==> config.mk <==
export PLATFORM = sky130hd
export DESIGN_NAME = tx_pattern_gen_flat
export DESIGN_NICKNAME = d
export VERILOG_FILES = /design/src/hdl/tx_pattern_pkg.sv /design/src/hdl/tx_gen_if.sv /design/src/hdl/tx_pattern_gen.sv /design/src/flat_wrapper.sv
export SDC_FILE = /design/constraint.sdc
export NUM_CORES = 1
export LEC_CHECK = 0
export BUFFER_PORTS_ARGS = -buffer_cell sky130_fd_sc_hd__buf_2
export CAP_MARGIN = 20
export CORE_UTILIZATION = 36
export CTS_BUF_LIST = sky130_fd_sc_hd__clkbuf_4
export DETAILED_ROUTE_END_ITERATION = 16
export HOLD_SLACK_MARGIN = 0.06
export SLEW_MARGIN = 20
export SYNTH_ARGS = -nofsm -noshare
export SYNTH_HDL_FRONTEND = slang
export SYNTH_SLANG_ARGS = --single-unit
export TNS_END_PERCENT = 30
==> constraint.sdc <==
create_clock -name tx_time_base -period 16.2 [get_ports tx_time_base]
set_clock_uncertainty 0.1 [all_clocks]
set_input_delay 1.62 -clock tx_time_base [delete_from_list [all_inputs] [get_ports tx_time_base]]
set_output_delay 1.62 -clock tx_time_base [all_outputs]
set_load 0.005 [all_outputs]
==> src/hdl/tx_pattern_pkg.sv <==
// shared constants, types and helpers for the transmit pattern port
package tx_pattern_pkg;
  // register indices on the four-bit host address
  localparam logic [3:0] REG_CTRL   = 4'h0;
  localparam logic [3:0] REG_WORD0  = 4'h1;
  localparam logic [3:0] REG_WORD3  = 4'h4;
  localparam logic [3:0] REG_STATUS = 4'h5;
  // control field positions and reset values
  localparam int unsigned CTRL_WIDTH_LSB = 0;
  localparam int unsigned CTRL_PAT_LSB   = 2;
  localparam int unsigned CTRL_NB_LSB    = 5;
  localparam logic [7:0]  CTRL_RST       = 8'h00;
  localparam logic [7:0]  WORD_RST       = 8'h00;
  // status bit positions
  localparam int unsigned STAT_BUSY      = 0;
  localparam int unsigned STAT_RESTART   = 1;
  localparam int unsigned STAT_GATE      = 2;
  // idle value of the synchronised host pins {sel_n, rd_n, wr_n, addr, data}
  localparam logic [14:0] HB_IDLE        = 15'h7000;
  // interface width codes
  localparam logic [1:0]  WIDTH_SERIAL   = 2'h0;
  localparam logic [1:0]  WIDTH_NIBBLE   = 2'h1;
  localparam logic [1:0]  WIDTH_BYTE     = 2'h2;
  // pattern codes
  localparam logic [2:0]  PAT_PRBS15     = 3'h0;
  localparam logic [2:0]  PAT_PRBS20     = 3'h1;
  localparam logic [2:0]  PAT_PRBS23     = 3'h2;
  localparam logic [2:0]  PAT_ONES       = 3'h3;
  localparam logic [2:0]  PAT_ZEROS      = 3'h4;
  localparam logic [2:0]  PAT_ALT10      = 3'h5;
  localparam logic [2:0]  PAT_ALT1100    = 3'h6;
  localparam logic [2:0]  PAT_PROG       = 3'h7;
  // generator lengths and feedback taps
  localparam logic [4:0]  PRBS15_LEN     = 5'h0F;
  localparam logic [4:0]  PRBS15_TAP     = 5'h0E;
  localparam logic [4:0]  PRBS20_LEN     = 5'h14;
  localparam logic [4:0]  PRBS20_TAP     = 5'h11;
  localparam logic [4:0]  PRBS23_LEN     = 5'h17;
  localparam logic [4:0]  PRBS23_TAP     = 5'h12;
  localparam logic [22:0] PRBS_ONES      = 23'h7F_FFFF;
  // fixed words, sent most significant bit first
  localparam logic [31:0] ONES_WORD      = 32'h0000_0001;
  localparam logic [31:0] ZEROS_WORD     = 32'h0000_0000;
  localparam logic [31:0] ALT10_WORD     = 32'h0000_0002;
  localparam logic [31:0] ALT1100_WORD   = 32'h0000_000C;
  localparam logic [5:0]  ONE_LEN        = 6'h01;
  localparam logic [5:0]  ALT10_LEN      = 6'h02;
  localparam logic [5:0]  ALT1100_LEN    = 6'h04;
  localparam logic [5:0]  BYTE_LEN       = 6'h08;

  // settings as the link side uses them
  typedef struct packed {
    logic [1:0]  width;    // serial, nibble or byte
    logic        is_prbs;  // pseudo-random rather than word
    logic [4:0]  plen;     // generator length
    logic [4:0]  ptap;     // feedback tap
    logic [31:0] word;     // word pattern, low wlen bits used
    logic [5:0]  wlen;     // word pattern length in bits
  } tx_cfg_t;

  localparam tx_cfg_t CFG_RST = '{width: WIDTH_SERIAL, is_prbs: 1'b1, plen: PRBS15_LEN,
                                  ptap: PRBS15_TAP, word: ZEROS_WORD, wlen: ONE_LEN};

  // bits per strobe for a width code; code 3 acts as byte
  function automatic logic [3:0] width_bits(input logic [1:0] w);
    return (w == WIDTH_SERIAL) ? 4'h1 : (w == WIDTH_NIBBLE) ? 4'h4 : 4'h8;
  endfunction

  // output lanes in use for a width code
  function automatic logic [7:0] width_mask(input logic [1:0] w);
    return (w == WIDTH_SERIAL) ? 8'h01 : (w == WIDTH_NIBBLE) ? 8'h0F : 8'hFF;
  endfunction
endpackage

==> src/hdl/tx_gen_if.sv <==
// bundle between the port's crossing logic and its pattern engine
`timescale 1ns/1ps
interface tx_gen_if;
  import tx_pattern_pkg::*;
  tx_cfg_t    cfg;         // settings, already in the link domain
  logic       gate;        // link clock gate level
  logic       restart_n;   // pattern restart pin level
  logic [7:0] word;        // next word, latest bit in bit 0
  logic       restart_tg;  // toggles on each accepted restart
  modport gen  (input cfg, gate, restart_n, output word, restart_tg);
  modport port (output cfg, gate, restart_n, input word, restart_tg);
endinterface // tx_gen_if

==> src/hdl/tx_pattern_gen.sv <==
// pattern engine on the transmit clock: pseudo-random or word stream
`timescale 1ns/1ps
module tx_pattern_gen
  import tx_pattern_pkg::*;
(
  // link clock and its synchronised reset
  input logic      tx_time_base,
  input logic      tx_rst_n,
  // settings, pins and next word
  tx_gen_if.gen    g
);
  // one strobe's worth of bits: returns {word, generator, word index}
  function automatic logic [35:0] advance(input tx_cfg_t c, input logic [22:0] s_in,
                                          input logic [4:0] i_in);
    logic [22:0] s;
    logic [4:0]  i;
    logic [7:0]  w;
    logic        b;
    logic [3:0]  n;
    s = s_in;
    i = i_in;
    w = 8'h00;
    b = 1'b0;
    n = width_bits(c.width);
    for (int k = 0; k < 8; k++)
    begin
      if (4'(k) < n)
      begin
        if (c.is_prbs)
        begin
          // oldest stage goes out, so a freshly loaded generator starts with ones
          b = s[c.plen - 5'h01];
          s = {s[21:0], s[c.plen - 5'h01] ^ s[c.ptap - 5'h01]};
        end
        else
        begin
          b = c.word[i];
          i = (i == 5'h00) ? 5'(c.wlen - 6'h01) : i - 5'h01;
        end
        // shift upward so the newest bit lands in bit 0
        w = {w[6:0], b};
      end
    end
    return {w, s, i};
  endfunction

  logic [22:0] lfsr_q;   // generator stages
  logic [4:0]  idx_q;    // position inside the word pattern
  logic [7:0]  word_q;   // word for the next strobe
  logic        tog_q;    // restart event toggle
  logic [35:0] nxt;      // advanced state
  logic        restart;  // restart honoured this edge

  assign nxt     = advance(g.cfg, lfsr_q, idx_q);
  assign restart = !g.restart_n && g.cfg.is_prbs;

  // advance only on gated transmit edges
  always_ff @(posedge tx_time_base or negedge tx_rst_n)
  begin
    if (!tx_rst_n)
    begin
      lfsr_q <= PRBS_ONES;
      idx_q  <= 5'h00;
      word_q <= 8'h00;
      tog_q  <= 1'b0;
    end
    else if (g.gate)
    begin
      if (restart)
      begin
        lfsr_q <= PRBS_ONES;
        tog_q  <= !tog_q;
      end
      else
      begin
        {word_q, lfsr_q, idx_q} <= nxt;
      end
    end
  end

  assign g.word       = word_q;
  assign g.restart_tg = tog_q;

  chk_restart_loads: assert property (
    @(posedge tx_time_base) disable iff (!tx_rst_n)
    (g.gate && restart) |=> (lfsr_q == PRBS_ONES))
    else $error("restart did not load all ones");

  chk_restart_ignored: assert property (
    @(posedge tx_time_base) disable iff (!tx_rst_n)
    (g.gate && !g.restart_n && !g.cfg.is_prbs) |=> $stable(tog_q))
    else $error("restart taken in word mode");

  chk_gate_hold: assert property (
    @(posedge tx_time_base) disable iff (!tx_rst_n)
    !g.gate |=> ($stable(word_q) && $stable(lfsr_q) && $stable(idx_q)))
    else $error("generator moved while gated off");

  chk_start_ones: assert property (
    @(posedge tx_time_base) disable iff (!tx_rst_n)
    (g.gate && restart ##1 g.gate && !restart) |=> (word_q == width_mask(g.cfg.width)))
    else $error("sequence start is not a run of ones");
endmodule // tx_pattern_gen

==> src/flat_wrapper.sv <==
// flat-port wrapper written by rule: the top's interface ports become plain ports
module tx_pattern_gen_flat import tx_pattern_pkg::*;
  (tx_time_base, tx_rst_n, g_cfg, g_gate, g_restart_n, g_word, g_restart_tg);
  tx_gen_if g_i ();
  input logic tx_time_base;
  input logic tx_rst_n;
  input wire logic [$bits(g_i.cfg)-1:0] g_cfg;
  input wire logic [$bits(g_i.gate)-1:0] g_gate;
  input wire logic [$bits(g_i.restart_n)-1:0] g_restart_n;
  output wire logic [$bits(g_i.word)-1:0] g_word;
  output wire logic [$bits(g_i.restart_tg)-1:0] g_restart_tg;
  assign g_i.cfg = g_cfg;
  assign g_i.gate = g_gate;
  assign g_i.restart_n = g_restart_n;
  assign g_word = g_i.word;
  assign g_restart_tg = g_i.restart_tg;
  tx_pattern_gen u_core (.tx_time_base(tx_time_base), .tx_rst_n(tx_rst_n), .g(g_i));
endmodule
==> impl_metrics.json <==
{
  "status": "completed",
  "slew_headroom": 0.252,
  "p_clk_frac": 0.035,
  "crit_buf_inv": 9,
  "track_usage": 0.287,
  "antenna_found_initial": 1,
  "first_global_vias": 13647,
  "drt_iter0_drc": 1961,
  "start_util": 0.366,
  "max_slew.worst_pin.slew_ns": 1.12,
  "via_count": 14705,
  "cp.required_ns": 16.40,
  "setup_tns_ns": 0,
  "post_cts_buffers": 0,
  "via_per_inst": 6.96,
  "async_flop_share": 1.00,
  "hp-start": "u_core.g.restart_tg",
  "syn_area_mm2": 0.0123,
  "fin_nets": 1728,
  "drive_above_1_share": 0.187,
  "powerDensity_mw_per_mm2": 137,
  "cp_max_fo": 23,
  "grt_max_degree": 73,
  "period_share": 0.909,
  "gp_congestion": 1.02,
  "holdWs_ns": 0.384,
  "dpl.hpwl_um": 36900,
  "crit-reg2reg-launch": "u_core.idx_q[1]",
  "p_comb_frac": 0.853,
  "power.switching_mw": 1.02,
  "die-area_mm2": 0.0350,
  "dr.pass1.iters": 6,
  "setup_viol": 0,
  "ios": 64,
  "drc": 0,
  "fin_area_mm2": 0.0129,
  "layout_min_cycle_time_ns": 14.73,
  "clock-sinks": 37,
  "portBuffers": 62,
  "cts_max_level": 2,
  "syn_area_per_cell_um2": 7.13,
  "cts_buffer_depth": 2,
  "synth_edf_count": 0,
  "ant_nets": 0,
  "cp-start-kind": "input port",
  "slew_viol_final": 0,
  "rsz0062_at_grt": "false",
  "core_mm2": 0.0336,
  "ys_types": 99,
  "synth_ff_type": "dfstp_2",
  "leakage_nw": 4.80,
  "power_frac_seq": 0.112,
  "fillCellCount": 3547,
  "wl_per_cell_um": 24.6,
  "grt_pass1_wl_um": 79900,
  "holdBufCountCts": 0,
  "clkSlewWorstSetupHoldPaths_ns": 0.15,
  "die_width_um": 187,
  "drt-total-wl_um": 52000,
  "fp.dieH_um": 187,
  "cts_root_buf": "clkbuf_4",
  "end_kind": "flip-flop",
  "cpMaxStageDelayCell": "o211ai_2",
  "numCtsBuffers": 5,
  "fmax_mhz": 67.9,
  "clk_latency_ns": 0.41,
  "cts.repair.resized": 0,
  "critPathMostFrequentCell": "ha_1",
  "max-cap-violations": 0,
  "grt-ovfl-total": 0,
  "finalPower_mw": 1.77,
  "rows": 67,
  "synthToLayoutAreaGrowth_pct": 4.56,
  "crit_type": "input port to flip-flop",
  "yosysSeqAreaShare": 0.0775,
  "slowest_delay_ns": 0.87,
  "synth_fp_nets": 1792,
  "yosys_warnings": 0,
  "postSynthCellCount": 1726,
  "ys_ff_latch": 37,
  "internal_power_uw": 744,
  "postPlaceCellArea_mm2": 0.0128,
  "critical_path.top_delay_family": "compound AO/OA/AOI/OAI gates",
  "p_sw_frac": 0.579,
  "tritoncts": "done",
  "hold_violations": 0,
  "irDropWorstVdd_uv": 153,
  "crit_start": "g_cfg[0]",
  "crit_arrival_ns": 14.93,
  "hold_class": "flip-flop to flip-flop"
}
==> cell type report <==
type                    count  area, um^2  area share
diodes                      1        2.50    0.000194
repair buffers             98         586      0.0455
clock buffers               5        37.5     0.00292
clock inverters             3        25.0     0.00194
inverters                  35         131      0.0102
well taps                 448         561      0.0435
flip-flops and latches     37         955      0.0741
multi-input cells        1485       10600       0.822
==> layer usage <==
metal	track usage	vias to the layer above	wire [um]
met5	0	-	0
met4	0.123	0	1960
met3	0.0580	155	6100
met2	0.437	987	22400
met1	0.391	7054	21500
li1	-	6509	-
==> synth_stat cells, types with 6 or more instances <==
cell | n | share of area
nor2_1 | 190 | 0.058
o22ai_1 | 15 | 0.0076
a211oi_1 | 62 | 0.038
ha_1 | 11 | 0.011
a221oi_1 | 15 | 0.011
nand2b_1 | 7 | 0.0036
inv_1 | 30 | 0.0091
a21oi_1 | 172 | 0.070
nor3_1 | 29 | 0.012
xnor2_1 | 20 | 0.014
a311oi_1 | 14 | 0.010
nand4_1 | 11 | 0.0056
o21ai_0 | 106 | 0.043
and3_1 | 12 | 0.0061
or3_1 | 6 | 0.0030
a211o_1 | 15 | 0.011
o221ai_1 | 9 | 0.0064
nand2_1 | 200 | 0.061
o211ai_1 | 31 | 0.019
mux2i_1 | 100 | 0.081
xor2_1 | 10 | 0.0071
mux2_2 | 48 | 0.044
buf_2 | 25 | 0.010
o21a_1 | 10 | 0.0061
mux4_2 | 67 | 0.12
a22oi_1 | 7 | 0.0043
a31oi_1 | 65 | 0.033
dfrtp_1 | 14 | 0.028
nor2b_1 | 17 | 0.0086
or2_2 | 8 | 0.0041
dfstp_2 | 23 | 0.049
nand3_1 | 26 | 0.011
or3b_2 | 10 | 0.0071
o31ai_1 | 6 | 0.0037
and2_1 | 25 | 0.013
clkbuf_1 | 117 | 0.036
a31o_2 | 10 | 0.0071
buf_1 | 20 | 0.0061
o21ai_1 | 11 | 0.0045
a21o_1 | 18 | 0.011
==> placed cells by master, fill, tap and decap left out, types with 7 or more instances in the layout <==
cell type  count
nand3_1       26
a221oi_1      15
o21ai_0      106
o21ai_1       11
ha_1          11
and3_1        12
and2_1        25
nor2_1       188
nor2b_1       17
mux4_2        67
nand2_1      200
nand4_1       11
buf_4         38
a21o_1        18
buf_2         60
o221ai_1       9
mux2i_1      100
a31oi_1       65
o22ai_1       15
mux2_2        48
inv_1         29
a311oi_1      14
dfstp_2       23
a211o_1       15
a211oi_1      62
nor3_1        28
or3b_2        10
dfrtp_1       14
a21oi_1      172
o211ai_1      31
a31o_2        10
nand2b_1       7
o21a_1        10
xnor2_1       17
a22oi_1        7
xor2_1         8
or2_2          8
==> flip-flops by register name, indices dropped and copies added (netlist names) <==
signal / count
u_core.lfsr_q: 23
u_core.g.word: 8
u_core.idx_q: 5
u_core.g.restart_tg: 1
==> final timing paths <==
kind,end,slack (ns),depth (start not counted)
worst min register to register,u_core.g.restart_tg,0.38,1
worst max-delay path,u_core.idx_q[1],1.47,47
max in group asynchronous,u_core.idx_q[1],14.13,1
worst min-delay path,u_core.g.restart_tg,0.38,1
worst max register to register,u_core.idx_q[1],1.81,47
min in group asynchronous,u_core.g.restart_tg,1.27,1
==> per-stage QoR <==
step,util,worst slack (ns),instances
floorplan,-,1.47,1726
global placement,0.381,1.69,2103
detailed placement,0.381,1.39,2103
CTS,0.383,1.81,2111
global route,0.383,0.587,2112
finish,0.383,1.47,2112
==> logic make-up (layout without fill, tap and decap cells) <==
kind of cell	after synthesis	in the layout	share of synthesized area
fa+ha+maj	11	11	0.0112
mux	219	219	0.251
xor+xnor	30	30	0.0213
other cells	0	1	0
simple gates	577	577	0.218
compound gates	648	648	0.352
buf+inv	204	141	0.0682
flops	37	37	0.0775
==> power by group through the flow <==
stage	clock network (mW)	registers, mW	logic, mW
finish	0.0616	0.197	1.51
global route	0.0658	0.200	1.63
CTS	0.0632	0.192	1.47
detailed placement	0	0.194	1.47
global placement	0	0.194	1.45
floorplan	0	0.137	1.17
==> worst reg2reg max path, delay by kind of cell, from the launching register on <==
family	cells	cell delay, ns
and+or+nand+nor	10	3.18
AOI/OAI and AO/OA	17	5.88
muxes	4	0.71
adders and majority gates	8	2.43
DFF	1	0.59
buffers and inverters	8	1.43
Note: power is estimated with default switching activity, not from simulation.
